==> config.mk <==
export PLATFORM = sky130hd
export DESIGN_NAME = usb_mode_serial_id_regs
export DESIGN_NICKNAME = d
export VERILOG_FILES = /design/src/usb_mode_regs_pkg.sv /design/src/usb_mode_serial_id_regs.sv /design/src/clock_output_gen.sv /design/src/serial_boot_loader.sv
export SDC_FILE = /design/constraint.sdc
export NUM_CORES = 1
export LEC_CHECK = 0
export BUFFER_PORTS_ARGS = -buffer_cell sky130_fd_sc_hd__buf_2
export CORE_MARGIN = 1.5
export CORE_UTILIZATION = 45
export CTS_CLUSTER_SIZE = 40
export DETAILED_ROUTE_END_ITERATION = 12
export GPL_TIMING_DRIVEN = 1
export PLACE_DENSITY = 0.74
export SLEW_MARGIN = 5
export SYNTH_ARGS = -nofsm -noshare
export SYNTH_HDL_FRONTEND = slang
export SYNTH_SLANG_ARGS = --single-unit
==> constraint.sdc <==
create_clock -name clk_sys -period 2.9 [get_ports clk_sys]
set_input_delay 0.435 -clock clk_sys [delete_from_list [all_inputs] [get_ports clk_sys]]
set_output_delay 0.435 -clock clk_sys [all_outputs]
set_load 0.05 [all_outputs]
==> src/usb_mode_regs_pkg.sv <==
// Package: register map, field layout, timing constants and carrier types of the mode register bank
package usb_mode_regs_pkg;

    // Bus geometry: byte address, one register per aligned 32-bit word
    localparam int ADR_W = 18;
    localparam int IDX_W = 16;

    // Register indices; byte address is four times the index
    localparam logic [IDX_W-1:0] IDX_SERIAL_BYTE0 = 16'hffe8;
    localparam logic [IDX_W-1:0] IDX_SERIAL_BYTE4 = 16'hffec;
    localparam logic [IDX_W-1:0] IDX_SERIAL_BYTE5 = 16'hffed;
    localparam logic [IDX_W-1:0] IDX_SERIAL_BYTE6 = 16'hffee;
    localparam logic [IDX_W-1:0] IDX_SERIAL_BYTE7 = 16'hffef;
    localparam logic [IDX_W-1:0] IDX_MODE_CONFIGURATION = 16'hfffb;
    localparam logic [IDX_W-1:0] IDX_USB_CONTROL = 16'hfffc;
    // Boot result registers
    localparam logic [IDX_W-1:0] IDX_SHARED_SERIAL_LO = 16'hff00;
    localparam logic [IDX_W-1:0] IDX_SHARED_SERIAL_HI = 16'hff01;
    localparam logic [IDX_W-1:0] IDX_BOOT_STATUS = 16'hff02;

    // usb_control fields
    localparam int UC_TRANSFER_DIRECTION = 0;
    localparam int UC_SETUP_SERVICE_FLAG = 1;
    localparam int UC_FUNCTION_RESET_CONNECT = 4;
    localparam int UC_REMOTE_WAKEUP_REQUEST = 5;
    localparam int UC_INFRARED_ENABLE = 6;
    localparam int UC_UPSTREAM_CONNECT = 7;
    localparam logic [7:0] UC_RESET = 8'h10;
    localparam logic [7:0] UC_STORE_MASK = 8'hd3;

    // mode_configuration fields
    localparam int MC_TX_BUFFER_CONTROL_SELECT = 0;
    localparam int MC_SERIAL_OUTPUT_SOFT_DISABLE = 1;
    localparam int MC_CLOCK_OUTPUT_ENABLE = 2;
    localparam int MC_CLOCK_OUTPUT_SELECT = 3;
    localparam logic [7:0] MC_RESET = 8'h00;
    localparam logic [7:0] MC_STORE_MASK = 8'h0f;

    // Boot status fields
    localparam int BS_DONE = 0;
    localparam int BS_EEPROM_USED = 1;

    // Default serial number held in the boot descriptors
    localparam logic [63:0] DEFAULT_DESC_SERIAL = 64'h0;

    // Clocking: system clock and the fixed clock output, in kHz
    localparam int SYS_CLK_KHZ = 50000;
    localparam int FIXED_CLK_KHZ = 3556;
    localparam int PHASE_W = 16;
    localparam logic [PHASE_W-1:0] PHASE_INC =
        PHASE_W'((longint'(FIXED_CLK_KHZ) << PHASE_W) / SYS_CLK_KHZ);

    // Wishbone request from the master
    typedef struct packed {
        logic cyc;
        logic stb;
        logic we;
        logic [3:0] sel;
        logic [ADR_W-1:0] adr;
        logic [31:0] dat;
    } wb_req_s;

    // Answer of the I2C EEPROM probe
    typedef struct packed {
        logic done;
        logic present;
        logic valid;
        logic [63:0] serial;
    } eeprom_ans_s;

    // Word index of a byte address
    function automatic logic [IDX_W-1:0] reg_index(input logic [ADR_W-1:0] adr);
        return adr[ADR_W-1:2];
    endfunction

endpackage

==> src/usb_mode_serial_id_regs.sv <==
// USB control, mode configuration and die serial number register bank
module usb_mode_serial_id_regs #(
    // Die serial number; arbitrary value, set per part at integration
    parameter logic [63:0] DIE_SERIAL = 64'h0123_4567_89ab_cdef
) (
    // Clock, power-up reset, clock enable
    input wire logic clk_sys,
    input wire logic nrst,
    input wire logic ce,
    // Wishbone slave
    input wire usb_mode_regs_pkg::wb_req_s wbReq,
    output logic wbAck,
    output logic [31:0] wbDatOut,
    // USB function reset and internal reset
    input wire logic usbFuncReset,
    output logic internalResetN,
    // USB engine controls
    output logic transferDirectionIn,
    output logic setupServiceActive,
    output logic remoteWakeupPulse,
    output logic pullupDrivePin,
    // Serial path select
    output logic infraredPathEnable,
    output logic uartPathEnable,
    // Serial output buffer
    input wire logic uartTxActive,
    output logic serialOutOeN,
    // Clock output
    input wire logic baudOutClock,
    output logic clockOutputPin,
    // EEPROM probe for boot
    output logic eepromProbeReq,
    input wire usb_mode_regs_pkg::eeprom_ans_s eepromAns
);
    import usb_mode_regs_pkg::*;

    // Register state
    logic [7:0] usbControl_r;
    logic [7:0] usbControl_nxt;
    logic [7:0] modeConfiguration_r;
    logic [7:0] modeConfiguration_nxt;
    logic wakeupPulse_r;
    logic wakeupPulse_nxt;

    // Bus slave state
    logic ack_r;
    logic ack_nxt;
    logic [31:0] rdData_r;
    logic [31:0] rdData_nxt;

    // Output state
    logic intRstN_r;
    logic intRstN_nxt;
    logic serialOeN_r;
    logic serialOeN_nxt;

    // Decode helpers
    logic request;
    logic writeStrobe;
    logic [IDX_W-1:0] reqIndex;
    logic [7:0] readByte;

    // Boot result
    logic [63:0] sharedSerial;
    logic bootDone;
    logic eepromUsed;

    // Request decode; the index comes from the shared helper
    assign request = wbReq.cyc && wbReq.stb;
    assign reqIndex = reg_index(wbReq.adr);
    // A write lands on the edge where ack is sampled, as the master expects
    assign writeStrobe = request && wbReq.we && ack_r && wbReq.sel[0];

    // Byte-wide register read view
    always_comb begin
        readByte = 8'h00;
        if (reqIndex >= IDX_SERIAL_BYTE0 && reqIndex <= IDX_SERIAL_BYTE7) begin
            // Byte n sits at base plus n; base has its low three bits clear
            readByte = DIE_SERIAL[{reqIndex[2:0], 3'b000} +: 8];
        end else if (reqIndex == IDX_MODE_CONFIGURATION) begin
            readByte = modeConfiguration_r & MC_STORE_MASK;
        end else if (reqIndex == IDX_USB_CONTROL) begin
            // Wakeup bit is never stored, so it always reads zero
            readByte = usbControl_r & UC_STORE_MASK;
        end
    end

    // Wishbone answer: one wait cycle, ack for one cycle, unmapped reads give zero
    always_comb begin
        ack_nxt = request && !ack_r;
        rdData_nxt = rdData_r;
        if (request && !ack_r) begin
            rdData_nxt = 32'h0000_0000;
            if (reqIndex == IDX_SHARED_SERIAL_LO) begin
                rdData_nxt = sharedSerial[31:0];
            end else if (reqIndex == IDX_SHARED_SERIAL_HI) begin
                rdData_nxt = sharedSerial[63:32];
            end else if (reqIndex == IDX_BOOT_STATUS) begin
                rdData_nxt[BS_DONE] = bootDone;
                rdData_nxt[BS_EEPROM_USED] = eepromUsed;
            end else begin
                rdData_nxt = {24'h00_0000, readByte};
            end
        end
    end

    // Control register writes; only the defined bits are stored
    always_comb begin
        usbControl_nxt = usbControl_r;
        modeConfiguration_nxt = modeConfiguration_r;
        wakeupPulse_nxt = 1'b0;
        if (writeStrobe && reqIndex == IDX_USB_CONTROL) begin
            // Direction, setup flag, reset coupling, infrared and connect bits
            usbControl_nxt = wbReq.dat[7:0] & UC_STORE_MASK;
            wakeupPulse_nxt = wbReq.dat[UC_REMOTE_WAKEUP_REQUEST];
        end
        if (writeStrobe && reqIndex == IDX_MODE_CONFIGURATION) begin
            modeConfiguration_nxt = wbReq.dat[7:0] & MC_STORE_MASK;
        end
    end

    // Power-up reset alone resets these; USB reset never reaches this process
    always_ff @(posedge clk_sys or negedge nrst) begin
        if (!nrst) begin
            usbControl_r <= UC_RESET;
            modeConfiguration_r <= MC_RESET;
            wakeupPulse_r <= 1'b0;
        end else if (ce) begin
            usbControl_r <= usbControl_nxt;
            modeConfiguration_r <= modeConfiguration_nxt;
            wakeupPulse_r <= wakeupPulse_nxt;
        end
    end

    // Bus slave registers
    always_ff @(posedge clk_sys or negedge nrst) begin
        if (!nrst) begin
            ack_r <= 1'b0;
            rdData_r <= 32'h0000_0000;
        end else if (ce) begin
            ack_r <= ack_nxt;
            rdData_r <= rdData_nxt;
        end
    end

    // Internal reset and serial output enable
    always_comb begin
        // Function reset reaches the MCU side only while coupling is on
        intRstN_nxt = !(usbFuncReset && usbControl_r[UC_FUNCTION_RESET_CONNECT]);
        if (modeConfiguration_r[MC_TX_BUFFER_CONTROL_SELECT]) begin
            serialOeN_nxt = modeConfiguration_r[MC_SERIAL_OUTPUT_SOFT_DISABLE];
        end else begin
            // Hardware mode drives the pin only while the UART transmits
            serialOeN_nxt = !uartTxActive;
        end
    end

    // Registered so glitches on the function reset input never reach the MCU
    always_ff @(posedge clk_sys or negedge nrst) begin
        if (!nrst) begin
            intRstN_r <= 1'b0;
            serialOeN_r <= 1'b1;
        end else if (ce) begin
            intRstN_r <= intRstN_nxt;
            serialOeN_r <= serialOeN_nxt;
        end
    end

    // Clock output pin
    clock_output_gen clock_output_pin (
        .clk_sys(clk_sys),
        .nrst(nrst),
        .ce(ce),
        .clockOutputEnable(modeConfiguration_r[MC_CLOCK_OUTPUT_ENABLE]),
        .clockOutputSelect(modeConfiguration_r[MC_CLOCK_OUTPUT_SELECT]),
        .baudOutClock(baudOutClock),
        .clockOutputPin(clockOutputPin)
    );

    // Boot-time shared serial number build
    serial_boot_loader bootLoader (
        .clk_sys(clk_sys),
        .nrst(nrst),
        .ce(ce),
        .dieSerial(DIE_SERIAL),
        .eepromProbeReq(eepromProbeReq),
        .eepromAns(eepromAns),
        .sharedSerial(sharedSerial),
        .bootDone(bootDone),
        .eepromUsed(eepromUsed)
    );

    // Outputs, straight from flip-flops except uartPathEnable, which is inverted
    assign wbAck = ack_r;
    assign wbDatOut = rdData_r;
    assign internalResetN = intRstN_r;
    assign transferDirectionIn = usbControl_r[UC_TRANSFER_DIRECTION];
    assign setupServiceActive = usbControl_r[UC_SETUP_SERVICE_FLAG];
    assign remoteWakeupPulse = wakeupPulse_r;
    assign pullupDrivePin = usbControl_r[UC_UPSTREAM_CONNECT];
    // Exactly one serial path is live at any time
    assign infraredPathEnable = usbControl_r[UC_INFRARED_ENABLE];
    assign uartPathEnable = !usbControl_r[UC_INFRARED_ENABLE];
    assign serialOutOeN = serialOeN_r;

endmodule

==> src/clock_output_gen.sv <==
// Clock output pin: fixed-rate clock source, source select and enable gate
module clock_output_gen (
    // Clock, reset, enable
    input wire logic clk_sys,
    input wire logic nrst,
    input wire logic ce,
    // Control
    input wire logic clockOutputEnable,
    input wire logic clockOutputSelect,
    input wire logic baudOutClock,
    // Pin
    output logic clockOutputPin
);
    import usb_mode_regs_pkg::*;

    logic [PHASE_W-1:0] phase_r;
    logic [PHASE_W-1:0] phase_nxt;
    logic pin_r;
    logic pin_nxt;

    // Phase accumulator runs free regardless of clockOutputEnable, so the fixed clock is live whenever ce is high
    always_comb begin
        phase_nxt = phase_r + PHASE_INC;
    end

    // Disabled pin is held low; source select picks baud clock or fixed clock
    always_comb begin
        pin_nxt = 1'b0;
        if (clockOutputEnable) begin
            pin_nxt = clockOutputSelect ? phase_r[PHASE_W-1] : baudOutClock;
        end
    end

    // Registered so the pin never glitches on a select change
    always_ff @(posedge clk_sys or negedge nrst) begin
        if (!nrst) begin
            phase_r <= '0;
            pin_r <= 1'b0;
        end else if (ce) begin
            phase_r <= phase_nxt;
            pin_r <= pin_nxt;
        end
    end

    assign clockOutputPin = pin_r;

endmodule

==> src/serial_boot_loader.sv <==
// Boot sequence that builds the shared serial number from defaults, die id and EEPROM
module serial_boot_loader (
    // Clock, reset, enable
    input wire logic clk_sys,
    input wire logic nrst,
    input wire logic ce,
    // Die serial number
    input wire logic [63:0] dieSerial,
    // EEPROM probe
    output logic eepromProbeReq,
    input wire usb_mode_regs_pkg::eeprom_ans_s eepromAns,
    // Result
    output logic [63:0] sharedSerial,
    output logic bootDone,
    output logic eepromUsed
);
    import usb_mode_regs_pkg::*;

    typedef enum logic [4:0] {
        ST_COPY_DEFAULT = 5'b00001,
        ST_READ_DIE = 5'b00010,
        ST_PROBE = 5'b00100,
        ST_WAIT = 5'b01000,
        ST_DONE = 5'b10000
    } boot_state_e;

    boot_state_e state_r;
    boot_state_e state_nxt;
    logic [63:0] serial_r;
    logic [63:0] serial_nxt;
    logic used_r;
    logic used_nxt;

    // Sequence: defaults, then die id, then EEPROM if it holds a valid number
    always_comb begin
        state_nxt = state_r;
        serial_nxt = serial_r;
        used_nxt = used_r;
        case (state_r)
            ST_COPY_DEFAULT: begin
                serial_nxt = DEFAULT_DESC_SERIAL;
                state_nxt = ST_READ_DIE;
            end
            ST_READ_DIE: begin
                serial_nxt = dieSerial;
                state_nxt = ST_PROBE;
            end
            ST_PROBE: begin
                state_nxt = ST_WAIT;
            end
            ST_WAIT: begin
                if (eepromAns.done) begin
                    if (eepromAns.present && eepromAns.valid) begin
                        serial_nxt = eepromAns.serial;
                        used_nxt = 1'b1;
                    end
                    state_nxt = ST_DONE;
                end
            end
            ST_DONE: begin
                state_nxt = ST_DONE;
            end
            default: begin
                state_nxt = ST_COPY_DEFAULT;
            end
        endcase
    end

    // Runs once per power-up reset only
    always_ff @(posedge clk_sys or negedge nrst) begin
        if (!nrst) begin
            state_r <= ST_COPY_DEFAULT;
            serial_r <= '0;
            used_r <= 1'b0;
        end else if (ce) begin
            state_r <= state_nxt;
            serial_r <= serial_nxt;
            used_r <= used_nxt;
        end
    end

    assign eepromProbeReq = (state_r == ST_PROBE) || (state_r == ST_WAIT);
    assign sharedSerial = serial_r;
    assign bootDone = (state_r == ST_DONE);
    assign eepromUsed = used_r;

endmodule

---- After elaboration in Yosys (flattened, before gate mapping) ----
Cells that the tools add are included.
storage, ports and cells
  register bits after elaboration ......... 132
  output and inout bits ................... 43
  input port bits ......................... 130
  logic and storage cells ................. 66
cells by class
  mux-type cells .......................... 16
  shift operators ......................... 1
  $add $sub $neg .......................... 1
  equal/unequal tests ..................... 12
  reductions and logical operators ........ 22
  $lt $le $gt $ge ......................... 2
operator list
  operator                   number
  $pmux W64 S3               1
  $mux W64                   2
  $eq A16 B16 Y1 const B     5
  $mux W32                   2
  $shiftx A64 B7 Y8 const A  1
  $pmux W5 S5                1
  $mux W8                    3
  $add A16 B13 Y16 const B   1
  $ge A16 B16 Y1 const B     1
  $le A16 B16 Y1 const B     1
  $logic_and A1 B1 Y1        10
  $reduce_and A2 Y1          4
  $reduce_and A4 Y1          2
  $mux W6                    1
  $eq A5 B1 Y1 const B       1
  $eq A5 B2 Y1 const B       1
  $eq A5 B3 Y1 const B       1
  $eq A5 B4 Y1 const B       1
  $eq A5 B5 Y1 const B       1
  $mux W5                    1
  $logic_not A1 Y1           4
  $mux W1                    4
  $reduce_bool A3 Y1         1
  $mux W2                    1
  3 further kinds            3

---- Depth between registers and ports, before layout ----
  depth in word-level cells ............... 7
  mapped depth ............................ 9
  gate-level depth less buffers ........... 6

---- By module ----
Synthesis repeated with hierarchy kept, for this count alone.
unflattened totals
  cell total of the unflattened synthesis .. 575
  area total of the unflattened synthesis .. 6543.8 µm²
by module, submodules not included
  module                   cells each  times used  seq. area each (µm²)  area an instance (µm²)
  serial_boot_loader       260         1           1752.9                3434.5
  usb_mode_serial_id_regs  241         1           1128.6                2316.0
  clock_output_gen         74          1           375.4                 793.3

---- Worst setup path after synthesis ----
OpenSTA, ideal clock, no wires.
  path type ............................... input -> register
  start ................................... input port wbReq[36] (netlist bit)
  end ..................................... register rdData_r[10], in the netlist wbDatOut[10]
  setup slack ............................. 0.808 ns
  setup time .............................. 0.095 ns
  stages on the path ...................... 6
  arrival ................................. 1.996 ns
  path buffers ............................ 3
  data required time ...................... 2.805 ns
  cell sequence ........................... clkbuf_2 > or4_1 > or4_1 > buf_4 > buf_6 > o31ai_1
between the ends
  longest elaborated chain between the ends .. 3
  elaborated cells on any way between the ends .. 4
  classes of those cells .................. eq/ne: 2; mux: 2
RTL lines
  what                  line                            source
  from (decl)           usb_mode_serial_id_regs.sv:11   input wire usb_mode_regs_pkg::wb_req_s wbReq,
  $eq A16 B16 Y1        usb_mode_serial_id_regs.sv:96   end else if (reqIndex == IDX_SHARED_SERIAL_HI) begin
  $mux W32              usb_mode_serial_id_regs.sv:96
  $mux W32 *            usb_mode_serial_id_regs.sv:94   if (reqIndex == IDX_SHARED_SERIAL_LO) begin
  to (signal assigned)  usb_mode_serial_id_regs.sv:142  rdData_r <= rdData_nxt;
  to (decl)             usb_mode_serial_id_regs.sv:48   logic [31:0] rdData_r;
Mark *: on every way between the ends. The rest lies on a longest branch, timed or not.
A chain may end at the register's enable or synchronous reset.

---- Final worst setup path ----
  start ................................... register bootLoader.state_r[1]
  end ..................................... register bootLoader.serial_r[62], in the netlist bootLoader.sharedSerial[62]
between the ends
  longest elaborated chain between the ends .. 3
  elaborated cells on any way between the ends .. 8
  classes of those cells .................. eq/ne: 5; mux: 1; reduce/logical: 2
RTL lines
  what                                            line                      source
  from (decl)                                     serial_boot_loader.sv:27  boot_state_e state_r;
  from (signal assigned)                          serial_boot_loader.sv:76  state_r <= state_nxt;
  $eq A5 B4 Y1 (tied with other cells)            serial_boot_loader.sv:39  case (state_r)
  $ne A2 B1 Y1 (no line) (tied with other cells)  n/a
  $reduce_and A4 Y1 (no line)                     n/a
  to (signal assigned)                            serial_boot_loader.sv:77  serial_r <= serial_nxt;
  to (decl)                                       serial_boot_loader.sv:29  logic [63:0] serial_r;
Parallel ways exist; a longest one is shown, timed or not.

==> flow_summary.json <==
{
  "drv_cap": 0,
  "cts_resized": 0,
  "netlist_instances": 610,
  "clock_skew_ns": 0.0168,
  "postCtsSetupRepairBufs": 0,
  "irDropWorstVdd_uv": 389,
  "grt_max_degree": 59,
  "ant_nets": 0,
  "setup_tns_ns": 0,
  "die_area_um2": 14200,
  "synth_seq_cells": 130,
  "synth_edf_count": 0,
  "syn2layout_area_growth_pct": 25.4,
  "cp_max_fo": 45,
  "core_region_area_um2": 13200,
  "arrival_ns": 2.76,
  "power.density_nw_per_um2": 898,
  "post-route-min-period_ns": 2.40,
  "cts_made_buffers": 17,
  "final_common_cell": "buf_2",
  "hold_violations": 0,
  "cts-root-buf": "clkbuf_16",
  "syn-num-nets": 741,
  "clk_path_buf_depth": 2,
  "crit_required_ns": 3.26,
  "dp_hpwl_mm": 10.6,
  "synth_seq_area_share_pct": 53.8,
  "fin_nets": 878,
  "synth_area_um2": 6050,
  "grt_overflow_total": 0,
  "ys_async_sr_fraction_pct": 100,
  "layout_common_cells": "142 x buf_2, 127 x dfrtp_1, 113 x nand2_1",
  "whs_ns": 0.0597,
  "drc": 0,
  "clkSlewWorstSetupHoldPaths_ns": 0.06,
  "cts.sinks": 130,
  "hold_buffers": 0,
  "drt_pre_antenna_iters": 6,
  "grt_pass1_wl_mm": 25.8,
  "h-tree-depth": 4,
  "die_h_um": 119,
  "end_kind": "flop",
  "synth-main-ff-cell": "dfrtp_1",
  "vias_per_cell": 5.52,
  "final_layout_size_suffix_gt1_share_pct": 29.4,
  "grt_usage_pct": 23.2,
  "antenna_cells": 0,
  "pin_count": 173,
  "fin_util_pct": 57.5,
  "drv_slew": 0,
  "wl_mm": 15.5,
  "relSlewSlack_pct": 32.4,
  "gp_congestion": 0.905,
  "setup_viol": 0,
  "initial_utilization_pct": 45.9,
  "fin_ws_ns": 0.500,
  "nFillCells": 1160,
  "max_freq_ghz": 0.417,
  "vias": 5163,
  "outcome": "finished, final reports clean",
  "p_total_w": 0.00681,
  "postSynthAreaPerCell_um2": 9.92,
  "pre_cts_ws_ns": 0.535,
  "wl_per_cell_um": 16.6,
  "hp-class": "input pin to async pin",
  "rows": 42,
  "max_slew.worst_pin.slew_ns": 1.01,
  "cts_tree": "yes",
  "io_buffers": 143,
  "clock_latency_ns": 0.43,
  "leakage_nw": 3.70,
  "rsz0062_at_grt": "no",
  "antenna_found_initial": 0,
  "synth_cell_types": 61,
  "timing.final.crit_share_pct": 82.8,
  "critPathLaunchType": "flop",
  "yosysWarningCount": 0,
  "criticalPathCategory": "flop to flop",
  "drtIter0Drc": 498,
  "first_global_vias": 5255,
  "die-width_um": 119
}
cell usage after synthesis, types with 3 or more instances:
master | n | area (µm²)
nor2_1 | 46 | 173
dfrtp_1 | 127 | 3180
or3_1 | 4 | 25.0
mux2i_1 | 28 | 280
o22ai_1 | 6 | 37.5
inv_1 | 8 | 30.0
a22oi_1 | 5 | 37.5
a21oi_1 | 37 | 185
nand3_1 | 38 | 190
a21oi_2 | 7 | 61.3
nor4_1 | 5 | 31.3
nand2_1 | 113 | 424
clkbuf_1 | 24 | 90.1
o21ai_0 | 32 | 160
a31oi_1 | 3 | 18.8
mux2_2 | 11 | 124
dfstp_2 | 3 | 78.8
xor2_1 | 5 | 43.8
and4_1 | 3 | 26.3
nor3_1 | 6 | 30.0
o31ai_1 | 26 | 195
nand4_1 | 7 | 43.8
xnor2_1 | 10 | 87.6
buf_6 | 12 | 135
final cells by class:
class | instances | area [µm²] | share of cell area [%]
multi-input combinational | 430 | 2520 | 33.2
timing repair buffer | 159 | 851 | 11.2
inverter | 9 | 33.8 | 0.445
tap | 176 | 220 | 2.90
clock inverter | 14 | 285 | 3.76
sequential | 130 | 3260 | 42.9
clock buffer | 17 | 425 | 5.61
power by group:
group | leakage (nW) | switching (W) | total (W) | internal, W
registers | 1.68 | 0.000325 | 0.00258 | 0.00225
logic | 1.69 | 0.00101 | 0.00165 | 0.000638
clock network | 0.335 | 0.000803 | 0.00258 | 0.00178
state kept, by name (all words and copies together) (netlist names):
signal and cells:
bootLoader.state_r 5, clock_output_pin.phase_r 14, wbDatOut 32, modeConfiguration_r 4
serialOutOeN 1, clock_output_pin.clockOutputPin 1, remoteWakeupPulse 1, wbAck 1
usbControl_r 5, internalResetN 1, bootLoader.eepromUsed 1, bootLoader.sharedSerial 64
path summary, 6_finish.rpt:
path	start	to	slack, ns	depth (start not counted)
setup reg to reg	bootLoader.state_r[1]	bootLoader.sharedSerial[62]	0.50	6
setup / recovery	bootLoader.state_r[1]	bootLoader.sharedSerial[62]	0.50	6
max in group asynchronous	nrst	bootLoader.state_r[0]	2.00	2
min in group clk_sys	usbFuncReset	internalResetN	0.21	2
hold reg to reg	bootLoader.sharedSerial[13]	bootLoader.sharedSerial[13]	0.47	2
hold / removal	nrst	wbDatOut[18]	0.06	1
worst max-delay path, cell delays in order (launching register included):
cell     delay [ns]
dfrtp_1        0.48
or3_4          0.46
or3_1          0.50
a21oi_4        0.18
buf_4          0.44
nand3_1        0.16
nand2_1        0.10
through the flow:
stage,instance area (µm²),std cells
after floorplan,6050,610
after global placement,6880,904
after detailed placement,6880,904
after CTS,7590,935
after global routing,7590,935
final,7590,935
logic make-up after synthesis:
family / share of synthesized area (%)
AOI/OAI and AO/OA: 15.1
xor gates and xnor gates: 2.17
adders and majority gates: 0.207
buffers and inverters: 4.71
DFF: 53.8
muxes: 6.68
and+or+nand+nor: 17.3
per-layer routing:
layer  GRT usage, %  vias up  share of wire [%]
met5              0        -                  0
met4           11.4        0                2.8
met3           4.41       30                5.5
met2           37.3      207                 48
met1           30.1     2505                 43
li1               -     2421                  -
Power figures use the tool's default switching activity.
